## src/fss_pkg.sv

```systemverilog
package fss_pkg;

	// ------------------------------------------------------------
	// bus, field and stack geometry
	// ------------------------------------------------------------
	localparam int unsigned ADR_W     = 12;
	localparam int unsigned DAT_W     = 32;
	localparam int unsigned SEL_W     = DAT_W / 8;
	localparam int unsigned SRC_W     = 5;
	localparam int unsigned PRIO_W    = 3;
	localparam int unsigned TYPE_W    = 2;
	localparam int unsigned STK_DEPTH = 8;
	localparam int unsigned STK_IDX_W = 3;
	localparam int unsigned SP_W      = 4;
	localparam int unsigned EVT_W     = 3;

	// ------------------------------------------------------------
	// register byte offsets
	// ------------------------------------------------------------
	localparam logic [ADR_W-1:0] SMR_BASE   = 12'h000;
	localparam logic [ADR_W-1:0] SVR_BASE   = 12'h080;
	localparam logic [ADR_W-1:0] TABLE_SPAN = 12'h080;
	localparam logic [ADR_W-1:0] IVR_OFS    = 12'h100;
	localparam logic [ADR_W-1:0] FVR_OFS    = 12'h104;
	localparam logic [ADR_W-1:0] ISR_OFS    = 12'h108;
	localparam logic [ADR_W-1:0] IPR_OFS    = 12'h10C;
	localparam logic [ADR_W-1:0] IMR_OFS    = 12'h110;
	localparam logic [ADR_W-1:0] CISR_OFS   = 12'h114;
	localparam logic [ADR_W-1:0] IECR_OFS   = 12'h120;
	localparam logic [ADR_W-1:0] IDCR_OFS   = 12'h124;
	localparam logic [ADR_W-1:0] ICCR_OFS   = 12'h128;
	localparam logic [ADR_W-1:0] ISCR_OFS   = 12'h12C;
	localparam logic [ADR_W-1:0] EOICR_OFS  = 12'h130;
	localparam logic [ADR_W-1:0] SPU_OFS    = 12'h134;
	localparam logic [ADR_W-1:0] EVST_OFS   = 12'h140;
	localparam logic [ADR_W-1:0] EVMSK_OFS  = 12'h144;
	localparam int unsigned      IDX_LSB    = 2;

	// ------------------------------------------------------------
	// field layout
	// ------------------------------------------------------------
	localparam int unsigned PRIO_LSB      = 0;
	localparam int unsigned TYPE_LSB      = 5;
	localparam int unsigned TRIG_EDGE_BIT = 0;
	localparam int unsigned TRIG_POL_BIT  = 1;
	localparam int unsigned CISR_NORM_BIT = 0;
	localparam int unsigned CISR_FAST_BIT = 1;
	localparam int unsigned EVT_SPUR_IVR  = 0;
	localparam int unsigned EVT_SPUR_FVR  = 1;
	localparam int unsigned EVT_EOI       = 2;
	localparam int unsigned FAST_SRC      = 0;
	localparam int unsigned SW_SRC        = 1;

	localparam logic [TYPE_W-1:0] TRIG_LOW_LEVEL  = 2'h0;
	localparam logic [TYPE_W-1:0] TRIG_FALL_EDGE  = 2'h1;
	localparam logic [TYPE_W-1:0] TRIG_HIGH_LEVEL = 2'h2;
	localparam logic [TYPE_W-1:0] TRIG_RISE_EDGE  = 2'h3;

	typedef enum logic [1:0] {
		BUS_IDLE,
		BUS_WAIT,
		BUS_DONE
	} fss_bus_st_t;

endpackage : fss_pkg

```

## src/fss_vec_if.sv

```systemverilog
`timescale 1ns/100ps
interface fss_vec_if #(
	parameter int unsigned AW = 5,
	parameter int unsigned DW = 32
);
	logic            we;
	logic [AW-1:0]   waddr;
	logic [DW-1:0]   wdata;
	logic [DW/8-1:0] wsel;
	logic [AW-1:0]   raddr;
	logic [DW-1:0]   rdata;

	modport ctrl (output we, waddr, wdata, wsel, raddr, input rdata);
	modport mem  (input we, waddr, wdata, wsel, raddr, output rdata);
endinterface : fss_vec_if

```

## src/fss_vic_top.sv

```systemverilog
// The Wishbone interface to the registers and the register offsets were decided locally.
`timescale 1ns/100ps
module fss_vic_top
	import fss_pkg::*;
#(
	parameter int unsigned      N_SRC   = 32,
	parameter logic [N_SRC-1:0] EXT_SRC = 32'h0007_0001
) (
	input  wire logic             I_REF_CLK,
	input  wire logic             I_RESET,
	input  wire logic             I_WB_CYC,
	input  wire logic             I_WB_STB,
	input  wire logic             I_WB_WE,
	input  wire logic [ADR_W-1:0] I_WB_ADR,
	input  wire logic [SEL_W-1:0] I_WB_SEL,
	input  wire logic [DAT_W-1:0] I_WB_DAT,
	output logic      [DAT_W-1:0] O_WB_DAT,
	output logic                  O_WB_ACK,
	input  wire logic             I_FAST_REQUEST_INPUT,
	input  wire logic [N_SRC-1:2] I_IRQ_SRC,
	output logic                  O_NORMAL_REQUEST_OUT_N,
	output logic                  O_FAST_REQUEST_OUT_N,
	output logic                  O_EVT_IRQ
);

	typedef struct packed {
		logic [N_SRC-1:0]                 sync1;
		logic [N_SRC-1:0]                 sync2;
		logic [N_SRC-1:0]                 prev;
		logic [N_SRC-1:0][TYPE_W-1:0]     smr_type;
		logic [N_SRC-1:0][PRIO_W-1:0]     smr_prio;
		logic [N_SRC-1:0]                 enable;
		logic [N_SRC-1:0]                 pend;
		logic [DAT_W-1:0]                 spu;
		logic                             cur_valid;
		logic [PRIO_W-1:0]                cur_prio;
		logic [SRC_W-1:0]                 cur_src;
		logic [STK_DEPTH-1:0][PRIO_W-1:0] stk;
		logic [SP_W-1:0]                  sp;
		logic                             spur;
		logic                             norm_n;
		logic                             fast_n;
		logic [EVT_W-1:0]                 evt_stat;
		logic [EVT_W-1:0]                 evt_mask;
		logic                             evt_irq;
		fss_bus_st_t                      st;
		logic                             ack;
		logic                             use_mem;
		logic [DAT_W-1:0]                 dat;
	} fss_state_t;

	fss_state_t state_reg;
	fss_state_t state_next;

	fss_vec_if #(.AW(SRC_W), .DW(DAT_W)) vec ();

	fss_vec_mem #(
		.DEPTH (N_SRC),
		.AW    (SRC_W),
		.DW    (DAT_W)
	) u_vec_mem (
		.i_clk   (I_REF_CLK),
		.i_reset (I_RESET),
		.port    (vec.mem)
	);

	// ------------------------------------------------------------
	// helpers
	// ------------------------------------------------------------
	function automatic logic [1:0] trig_decode(
		input logic [TYPE_W-1:0] t,
		input logic              ext
	);
		logic [1:0] m;
		m = '0;
		m[TRIG_EDGE_BIT] = t[TRIG_EDGE_BIT];
		m[TRIG_POL_BIT]  = ext ? t[TRIG_POL_BIT] : 1'b1;
		return m;
	endfunction : trig_decode

	function automatic logic table_hit(
		input logic [ADR_W-1:0] a,
		input logic [ADR_W-1:0] base
	);
		return (a >= base) && (a < base + TABLE_SPAN);
	endfunction : table_hit

	function automatic logic [DAT_W-1:0] sel_mask(
		input logic [SEL_W-1:0] s
	);
		logic [DAT_W-1:0] m;
		m = '0;
		for (int b = 0; b < SEL_W; b++) begin
			m[b*8 +: 8] = {8{s[b]}};
		end
		return m;
	endfunction : sel_mask

	// ------------------------------------------------------------
	// combinational decode
	// ------------------------------------------------------------
	logic [N_SRC-1:0]  raw;
	logic [N_SRC-1:0]  act;
	logic [N_SRC-1:0]  set_vec;
	logic [N_SRC-1:0]  clr_vec;
	logic [DAT_W-1:0]  wd;
	logic [EVT_W-1:0]  evt_new;
	logic [SRC_W-1:0]  idx;
	logic [SRC_W-1:0]  cand_src;
	logic [PRIO_W-1:0] cand_prio;
	logic [1:0]        mode;
	logic              cand_found;
	logic              cand_ok;
	logic              fast_on;
	logic              req;
	logic              wr;
	logic              rd;
	logic              ivr_rd;
	logic              fvr_rd;
	logic              ivr_good;
	logic              fvr_good;
	logic              eoi_wr;
	logic              hit;

	// software source has no pin; it is raised only by the set command
	assign raw = {I_IRQ_SRC, 1'b0, I_FAST_REQUEST_INPUT};
	assign act = state_reg.pend & state_reg.enable;

	always_comb begin
		cand_found = 1'b0;
		cand_src   = '0;
		cand_prio  = '0;
		// source 0 never enters the encoder; ties go to lowest number
		for (int i = 1; i < N_SRC; i++) begin
			if (act[i] && (!cand_found ||
					state_reg.smr_prio[i] > cand_prio)) begin
				cand_found = 1'b1;
				cand_src   = SRC_W'(i);
				cand_prio  = state_reg.smr_prio[i];
			end
		end
	end

	assign cand_ok = cand_found && (!state_reg.cur_valid ||
		cand_prio > state_reg.cur_prio);
	assign fast_on  = act[FAST_SRC];
	assign req      = I_WB_CYC && I_WB_STB && state_reg.st == BUS_IDLE;
	assign wr       = req && I_WB_WE;
	assign rd       = req && !I_WB_WE;
	assign wd       = I_WB_DAT & sel_mask(I_WB_SEL);
	assign idx      = I_WB_ADR[IDX_LSB +: SRC_W];
	assign ivr_rd   = rd && I_WB_ADR == IVR_OFS;
	assign fvr_rd   = rd && I_WB_ADR == FVR_OFS;
	// no candidate covers a withdrawn, dropped or disabled request
	assign ivr_good = ivr_rd && !state_reg.spur && cand_ok;
	assign fvr_good = fvr_rd && !state_reg.spur && fast_on;
	assign eoi_wr   = wr && I_WB_ADR == EOICR_OFS;

	assign vec.we    = wr && table_hit(I_WB_ADR, SVR_BASE);
	assign vec.waddr = idx;
	assign vec.wdata = I_WB_DAT;
	assign vec.wsel  = I_WB_SEL;
	assign vec.raddr = ivr_rd ? cand_src :
		fvr_rd ? SRC_W'(FAST_SRC) : idx;

	// ------------------------------------------------------------
	// next state
	// ------------------------------------------------------------
	always_comb begin
		state_next = state_reg;
		mode       = '0;
		hit        = 1'b0;
		evt_new    = '0;
		set_vec    = (wr && I_WB_ADR == ISCR_OFS) ? wd[N_SRC-1:0] : '0;
		clr_vec    = (wr && I_WB_ADR == ICCR_OFS) ? wd[N_SRC-1:0] : '0;
		if (ivr_good) begin
			clr_vec[cand_src] = 1'b1;
		end
		if (fvr_good) begin
			clr_vec[FAST_SRC] = 1'b1;
		end

		state_next.sync1 = raw;
		state_next.sync2 = state_reg.sync1;
		state_next.prev  = state_reg.sync2;

		for (int i = 0; i < N_SRC; i++) begin
			mode = trig_decode(state_reg.smr_type[i], EXT_SRC[i]);
			if (mode[TRIG_EDGE_BIT]) begin
				hit = mode[TRIG_POL_BIT] ?
					(state_reg.sync2[i] && !state_reg.prev[i]) :
					(!state_reg.sync2[i] && state_reg.prev[i]);
				// a new edge or set wins over a clear in the same cycle
				state_next.pend[i] = (state_reg.pend[i] && !clr_vec[i])
					|| hit || set_vec[i];
			end else begin
				state_next.pend[i] = mode[TRIG_POL_BIT] ?
					state_reg.sync2[i] : !state_reg.sync2[i];
			end
		end

		if (wr && table_hit(I_WB_ADR, SMR_BASE) && I_WB_SEL[0]) begin
			state_next.smr_type[idx] = wd[TYPE_LSB +: TYPE_W];
			state_next.smr_prio[idx] = wd[PRIO_LSB +: PRIO_W];
		end
		if (wr && I_WB_ADR == IECR_OFS) begin
			state_next.enable = state_reg.enable | wd[N_SRC-1:0];
		end
		if (wr && I_WB_ADR == IDCR_OFS) begin
			state_next.enable = state_reg.enable & ~wd[N_SRC-1:0];
		end
		if (wr && I_WB_ADR == SPU_OFS) begin
			state_next.spu = (state_reg.spu & ~sel_mask(I_WB_SEL)) | wd;
		end
		if (wr && I_WB_ADR == EVMSK_OFS) begin
			state_next.evt_mask = wd[EVT_W-1:0];
		end

		// normal vector fetch: push level, or enter spurious handling
		if (ivr_good) begin
			if (state_reg.cur_valid &&
					state_reg.sp < SP_W'(STK_DEPTH)) begin
				state_next.stk[state_reg.sp[STK_IDX_W-1:0]] =
					state_reg.cur_prio;
				state_next.sp = state_reg.sp + 1'b1;
			end
			state_next.cur_valid = 1'b1;
			state_next.cur_prio  = cand_prio;
			state_next.cur_src   = cand_src;
		end else if (ivr_rd) begin
			state_next.spur            = 1'b1;
			evt_new[EVT_SPUR_IVR]      = 1'b1;
		end
		if (fvr_rd && !fvr_good) begin
			state_next.spur            = 1'b1;
			evt_new[EVT_SPUR_FVR]      = 1'b1;
		end

		// a spurious acknowledge must not pop the stack it never pushed
		if (eoi_wr) begin
			evt_new[EVT_EOI] = 1'b1;
			if (state_reg.spur) begin
				state_next.spur = 1'b0;
			end else if (state_reg.sp != '0) begin
				state_next.cur_prio = state_reg.stk[
					STK_IDX_W'(state_reg.sp - 1'b1)];
				state_next.sp = state_reg.sp - 1'b1;
			end else begin
				state_next.cur_valid = 1'b0;
			end
		end

		state_next.norm_n = !(cand_ok && !ivr_rd && !state_next.spur);
		state_next.fast_n = !(fast_on && !fvr_rd && !state_next.spur);

		state_next.evt_stat = ((rd && I_WB_ADR == EVST_OFS) ?
			'0 : state_reg.evt_stat) | evt_new;
		state_next.evt_irq = |(state_next.evt_stat & state_next.evt_mask);

		// ------------------------------------------------------------
		// wishbone answer: ack two edges after the request is seen
		// ------------------------------------------------------------
		case (state_reg.st)
			BUS_IDLE: begin
				if (req) begin
					state_next.st      = BUS_WAIT;
					state_next.use_mem = rd && (ivr_good || fvr_good ||
						table_hit(I_WB_ADR, SVR_BASE));
					state_next.dat     = '0;
					if (rd) begin
						if (table_hit(I_WB_ADR, SMR_BASE)) begin
							state_next.dat[TYPE_LSB +: TYPE_W] =
								state_reg.smr_type[idx];
							state_next.dat[PRIO_LSB +: PRIO_W] =
								state_reg.smr_prio[idx];
						end
						case (I_WB_ADR)
							IVR_OFS,
							FVR_OFS,
							SPU_OFS:   state_next.dat = state_reg.spu;
							ISR_OFS:   state_next.dat[SRC_W-1:0] =
								state_reg.cur_src;
							IPR_OFS:   state_next.dat[N_SRC-1:0] =
								state_reg.pend;
							IMR_OFS:   state_next.dat[N_SRC-1:0] =
								state_reg.enable;
							CISR_OFS: begin
								state_next.dat[CISR_NORM_BIT] =
									!state_reg.norm_n;
								state_next.dat[CISR_FAST_BIT] =
									!state_reg.fast_n;
							end
							EVST_OFS:  state_next.dat[EVT_W-1:0] =
								state_reg.evt_stat;
							EVMSK_OFS: state_next.dat[EVT_W-1:0] =
								state_reg.evt_mask;
							default: ;
						endcase
					end
				end
			end
			BUS_WAIT: begin
				state_next.st  = BUS_DONE;
				state_next.ack = 1'b1;
				if (state_reg.use_mem) begin
					state_next.dat = vec.rdata;
				end
			end
			BUS_DONE: begin
				state_next.st  = BUS_IDLE;
				state_next.ack = 1'b0;
			end
			default: begin
				state_next.st  = BUS_IDLE;
				state_next.ack = 1'b0;
			end
		endcase
	end

	always_ff @(posedge I_REF_CLK) begin
		if (I_RESET) begin
			state_reg        <= '0;
			state_reg.norm_n <= 1'b1;
			state_reg.fast_n <= 1'b1;
		end else begin
			state_reg <= state_next;
		end
	end

	assign O_WB_DAT               = state_reg.dat;
	assign O_WB_ACK               = state_reg.ack;
	assign O_NORMAL_REQUEST_OUT_N = state_reg.norm_n;
	assign O_FAST_REQUEST_OUT_N   = state_reg.fast_n;
	assign O_EVT_IRQ              = state_reg.evt_irq;

	logic sw_edge;
	assign sw_edge = state_reg.smr_type[SW_SRC][TRIG_EDGE_BIT];
endmodule : fss_vic_top

```

## src/fss_vec_mem.sv

```systemverilog
`timescale 1ns/100ps
module fss_vec_mem
	import fss_pkg::*;
#(
	parameter int unsigned DEPTH = 32,
	parameter int unsigned AW    = 5,
	parameter int unsigned DW    = 32
) (
	input  wire logic i_clk,
	input  wire logic i_reset,
	fss_vec_if.mem    port
);

	typedef struct packed {
		logic [DEPTH-1:0][DW-1:0] mem;
		logic [DW-1:0]            rdata;
	} fss_mem_state_t;

	fss_mem_state_t mem_reg;
	fss_mem_state_t mem_next;

	// ------------------------------------------------------------
	// byte-lane write, registered read
	// ------------------------------------------------------------
	always_comb begin
		mem_next = mem_reg;
		for (int b = 0; b < DW / 8; b++) begin
			if (port.we && port.wsel[b]) begin
				mem_next.mem[port.waddr][b*8 +: 8] = port.wdata[b*8 +: 8];
			end
		end
		// read sees the old word on a same-cycle write to one entry
		mem_next.rdata = mem_reg.mem[port.raddr];
	end

	always_ff @(posedge i_clk) begin
		if (i_reset) begin
			mem_reg <= '0;
		end else begin
			mem_reg <= mem_next;
		end
	end

	assign port.rdata = mem_reg.rdata;

endmodule : fss_vec_mem

```

## config.mk

```make
export PLATFORM = sky130hd
export DESIGN_NAME = fss_vic_top
export DESIGN_NICKNAME = d
export VERILOG_FILES = /design/src/fss_pkg.sv /design/src/fss_vec_if.sv /design/src/fss_vic_top.sv /design/src/fss_vec_mem.sv
export SDC_FILE = /design/constraint.sdc
export NUM_CORES = 2
export LEC_CHECK = 0
export BUFFER_PORTS_ARGS = -buffer_cell sky130_fd_sc_hd__buf_2
export CORE_ASPECT_RATIO = 1.2
export CORE_UTILIZATION = 35
export DETAILED_ROUTE_END_ITERATION = 7
export PLACE_DENSITY = 0.51
export SYNTH_ARGS = -nofsm -noshare
export SYNTH_HDL_FRONTEND = slang
export SYNTH_HIERARCHICAL = 1
export SYNTH_SLANG_ARGS = --single-unit
```

## constraint.sdc

```tcl
create_clock -name I_REF_CLK -period 77.8 [get_ports I_REF_CLK]
set_clock_uncertainty 0.1 [all_clocks]
set_input_delay 15.56 -clock I_REF_CLK [delete_from_list [all_inputs] [get_ports I_REF_CLK]]
set_output_delay 15.56 -clock I_REF_CLK [all_outputs]
set_load 0.05 [all_outputs]
```

Word level (Yosys, flattened, before mapping)
Index checks and enable logic that the tools add are counted.
Widths: inputs -> output; s select.
- flip-flop bits (word level): 1491
- output and inout bits: 36
- bits of input ports: 84
- word-level logic and storage cells: 759
- bitwise logic cells: 11
- mux-type cells: 208
- add/subtract/negate cells: 2
- order comparisons: 44
- eq/ne operators: 17
- reductions and logical operators: 351
- operators with widths (kind ; count):
    $bwmux 1024 ; 4
    $mux 1024 ; 4
    $demux 32 s5 ; 4
    $mux 32 ; 10
    $eq 12x9->1 const B ; 14
    $bmux 32 s5 ; 1
    $mux 5 ; 32
    $logic_and 1x1->1 ; 136
    $and 32x32->32 ; 4
    $mux 3 ; 39
    $logic_not 1->1 ; 109
    $logic_or 1x1->1 ; 97
    $bwmux 96 ; 1
    $or 32x32->32 ; 3
    $gt 3x3->1 ; 31
    $mux 1 ; 83
    $pmux 27 s3 ; 1
    $bwmux 64 ; 1
    $not 32->32 ; 2
    $pmux 32 s2 ; 1
    $mux 37 ; 1
    $mux 28 ; 1
    $bwmux 24 ; 1
    $mux 24 ; 1
    other kinds (37) ; 52

Longest topological paths before layout
- depth in word-level cells: 134
- mapped depth: 279
- gate-level depth less buffers: 267

By module
Netlist, hierarchy kept.
- modules (own cells, without submodules) (module ; cells an instance ; seq. area each (um^2) ; instances ; area an instance (um^2)):
    fss_vec_mem ; 4177 ; 21140.3 ; 1 ; 46637.2
    fss_vic_top ; 2860 ; 8648.3 ; 1 ; 23387.4

Worst setup path before layout
No wires, ideal clock.
- path kind: flip-flop to flip-flop
- start: reg with a tool-made name
- end: reg state_reg[62] (netlist bit)
- slack: 32225 ps
- stages on the path, launching flop included: 250
- data arrival time: 45347 ps
- setup time: 128 ps
- period minus slack after synthesis: 45575 ps
- required time: 77572 ps
- buffers on the path: 11
- cell sequence: dfxtp_1 > nand3_1 > ha_1 > and3_1 > a21oi_1 > o21a_1 > a21oi_1 > ha_1 > a21oi_1 > o21ai_0 > a41o_1 > a221o_1 > nand2_1 > ha_1 > a32o_1 > a21o_1 > a31o_4 > nor2_8 > [... 214 more ...] > a21oi_1 > or2_2 > clkbuf_1 > clkbuf_1 > and3_1 > a21oi_1 > o31ai_1 > ha_1 > nor2b_1 > o21a_1 > o21ai_0 > a32o_1 > or3_1 > nor3b_1 > nand2_1 > nor3_1 > mux2i_1 > nor2_1
- RTL lines (item ; RTL line ; RTL):
    end signal: assignment ; fss_vic_top.sv:326 ; state_reg <= state_next;
    end: declaration ; fss_vic_top.sv:52 ; fss_state_t state_reg;

Worst setup path in the final report
- start: reg state_reg[116] (netlist bit)
- end: reg u_vec_mem.mem_reg (netlist bit u_vec_mem/port.rdata[29])
- longest elaborated chain between the ends: 125
- elaborated cells between the ends (all ways): 215
- classes of those cells: 30 x order compare; 94 x mux; 1 x bitwise; 90 x reduce/logical
- RTL lines (item ; RTL line ; RTL):
    $and 32x32->32 (*) ; fss_vic_top.sv:127 ; assign act = state_reg.pend & state_reg.enable;
    $mux 3 / $mux 1 (equally long branches) ; fss_vic_top.sv:135 ; if (act[i] && (!cand_found ||
    $gt 3x3->1 / $logic_not 1->1 (equally long branches) ; fss_vic_top.sv:136, fss_vic_top.sv:135 ;
    $logic_or 1x1->1 ; fss_vic_top.sv:135 ;
    $logic_and 1x1->1 ; fss_vic_top.sv:135 ;
    $mux 3 / $mux 1 (equally long branches) ; fss_vic_top.sv:135 ;
    $gt 3x3->1 / $logic_not 1->1 (equally long branches) ; fss_vic_top.sv:136, fss_vic_top.sv:135 ;
    $logic_or 1x1->1 ; fss_vic_top.sv:135 ;
    [... 110 more ...] ; -- ;
    $gt 3x3->1 / $logic_not 1->1 (equally long branches) ; fss_vic_top.sv:136, fss_vic_top.sv:135 ;
    $logic_or 1x1->1 ; fss_vic_top.sv:135 ;
    $logic_and 1x1->1 ; fss_vic_top.sv:135 ;
    $mux 5 (*) ; fss_vic_top.sv:135 ;
    $mux 5 (*) ; fss_vic_top.sv:163 ; assign vec.raddr = ivr_rd ? cand_src :
    net vec.raddr[1] ; fss_vec_if.sv:10 ; logic [AW-1:0] raddr;
    $bmux 32 s5 (*) ; fss_vec_mem.sv:33 ; mem_next.rdata = mem_reg.mem[port.raddr];
    $mux 32 (implied by the code) (*) ; fss_vec_mem.sv:33 ;
    end signal: assignment ; fss_vec_mem.sv:40 ; mem_reg <= mem_next;
    end: declaration ; fss_vec_mem.sv:19 ; fss_mem_state_t mem_reg;
Mark *: on every way through the listed nets, which the timed path passes. The rest lies on a longest branch. The select of a mux whose other input is x is not followed.
A chain may end at the register's enable or synchronous reset.

==> reports/metrics.cfg <==
[grt]
grt_first_pass_wirelength_um=352000
grt_max_degree=125
grt_use_total=0.232
antenna_found_initial=23
overflow=0
grt_pass1_vias=51700

[synth]
synth.avg_cell_area_um2=9.95
syn_nets=7192
synth.area.mux_share=0.268
yosysSeqAreaShare=0.425
synth_xor_area_frac=0.000876
synth_top_family_by_area=multiplexers
synth_compound_area_frac=0.0869
ys_async_sr_fraction=0
yosys-top-cells-area=dfxtp_1 (43%), mux2i_1 (18%), mux4_2 (8.7%)
synth_cell_types=97
synth_commonest_cells=nor2_1 (1500), dfxtp_1 (1488), mux2i_1 (1256), clkbuf_1 (402), mux4_2 (270)
syn_area_um2=70000
synth_top_area_frac=0.425
synth_edf_count=0
yosys.area_share.simple=0.160
synthCells=7037
synth_top_area_cell=dfxtp_1
ys_warn_count=6
synth_seq_cells=1488
yosysMostFrequentCell=nor2_1
synthFlopType=dfxtp_1
synth_fa_ha_area_frac=0.0134

[route]
drt-total-wl_um=239000
drc=36
final_antenna_net_count=0
dr.pass1.iters=8
wl_per_cell_um=25.0
vias_per_cell=5.57
via_count=53300
drt-initial-drc-count=4602

[worst_setup_path]
path_max_fanout=84
start_kind=flip-flop
slowest_delay_ps=1060
critPathKind=reg2reg
r2r_end=u_vec_mem/port.rdata[29]
reg2reg_depth=232
crit_path_end_kind=flip-flop
arrival_ps=53450
crit_top_cell=a21oi_1
r2r_slack_ps=24890
crit_required_ps=78340
cp_slowest_cell=nor2b_4
timing.rr.start=state_reg[116]

[clock_network]
clock_path_buffers=3
cts_sinks=1488
htree_num_levels=4
cts_tree=built
ctsResizeCount=0
path_clk_slew_ps=60
cts_hold_buf=0
cts_root_buf=clkbuf_16
postCtsSetupBuffers=0
clock_latency_ps=810
numCtsBuffers=155

[cells_and_area]
drive_above_1_share=0.134
nNetsFinal=6978
postLayoutCoreUtil=0.389
syn_to_final_growth_pct=10.4
largest_reg_flops=1024

[hold_path]
hold_depth=2
hold_path_startpoint=state_next[363]
whs_endpoint=state_reg[363]
worst_hold_path_type=reg2reg

[run_status]
failed_checks=DRC
outcome=finished, violations left

[placement]
place.gp.congestion=0.950
portBuffers=119
hpwl_um=162000

[power]
p_per_area_nw_per_um2=20.9
worst_ir_drop_vdd_v=0.0000245
p_leak_nw=29.7

[floorplanning]
start_util=0.353
io_pins=120
die_w_um=410
core_um2=198000
die_h_um=492
rows=179
die-area_um2=202000

[sta]
setup_viol=0
fmax_ghz=0.0189
finalHoldViolCount=0
relSlewSlack=0.157
fin_crit_sh=0.680
drv_slew=0
fin_tns_setup_ps=0
finalCriticalPeriod_ps=52910
worst_pin_slew_ps=1260
grt_setup_unrepaired=no

[run]
drv_cap=0

## per-layer routing
layer  part of all wire  track usage  vias up
met5            0.00047            0        -
met4              0.048        0.104       18
met3              0.049       0.0340      462
met2               0.48        0.389     1593
met1               0.42        0.293    26600
li1                   -            -    24600
## cell usage in the layout, fill, tap and decap left out, types with 34 or more instances in the layout
cell type,instances
clkbuf_1,36
nand2_1,251
nand3_1,120
nor2_1,1494
nand3_2,42
mux2i_1,1256
a22oi_1,61
a211oi_1,50
mux4_2,270
buf_4,99
o21ai_0,132
clkbuf_16,162
ha_1,71
a21oi_1,216
buf_2,116
o211ai_1,62
inv_1,104
a221o_1,35
nor3_1,53
dfxtp_1,1488
a222oi_1,34
nor2b_1,88
a31oi_1,107
nor3_4,82
## critical path: cells and delay by family, from the launching register on
family	cells	cell delay [ps]
AO/OA/AOI/OAI	120	25590
adder cells (fa/ha/maj)	34	9820
buffers and inverters	12	2710
flip-flops	1	440
multiplexers	8	2960
AND/OR/NAND/NOR	58	11000
## final cells by class
class / count / area [µm²]
fillers: 19700 / 121000
clock inverters: 38 / 445
inverters: 106 / 402
repair buffers: 219 / 1400
diodes: 13 / 32.5
flip-flops and latches: 1488 / 29800
multi-input cells: 4853 / 37300
clock buffers: 231 / 4640
well taps: 2624 / 3280
## cells by family after synthesis
logic type,Yosys count
muxes,1536
buffers and inverters,696
and+or+nand+nor,2345
adders and majority gates,76
AOI/OAI and AO/OA,889
xor gates and xnor gates,7
DFF,1488
## how the worst max path moves through the flow
stage / start / endpoint / slack [ps] / cells after the start
2_1_floorplan: flip-flop / state_reg[62] / 32230 / 249
3_3_place_gp: flip-flop / u_vec_mem/port.rdata[29] / 26580 / 235
3_5_place_dp: state_reg[116] / u_vec_mem/port.rdata[29] / 25450 / 231
4_1_cts: state_reg[116] / u_vec_mem/port.rdata[29] / 25260 / 230
5_1_grt: flip-flop / u_vec_mem/port.rdata[29] / 20530 / 233
6_report: state_reg[116] / u_vec_mem/port.rdata[29] / 24890 / 232
## stage by stage
step                      cell area [µm²]  worst slack (ps)  cells  total power, mW  hold slack [ps]
final                               77300             24890   9572             1.61              344
after global routing                77300             20530   9566             1.67              359
after CTS                           77300             25260   9559             1.63              338
after detailed placement            72200             25450   9290            0.874              322
after global placement              72200             26580   9290            0.874              329
after floorplan                     70000             32230   7037            0.842              297
## power breakdown
part	switching [mW]	internal, mW	total (mW)
combinational	0.0674	0.0192	0.0866
sequential	0.00472	0.766	0.771
clock	0.319	0.438	0.757
Note: power is estimated with default switching activity, not from simulation.
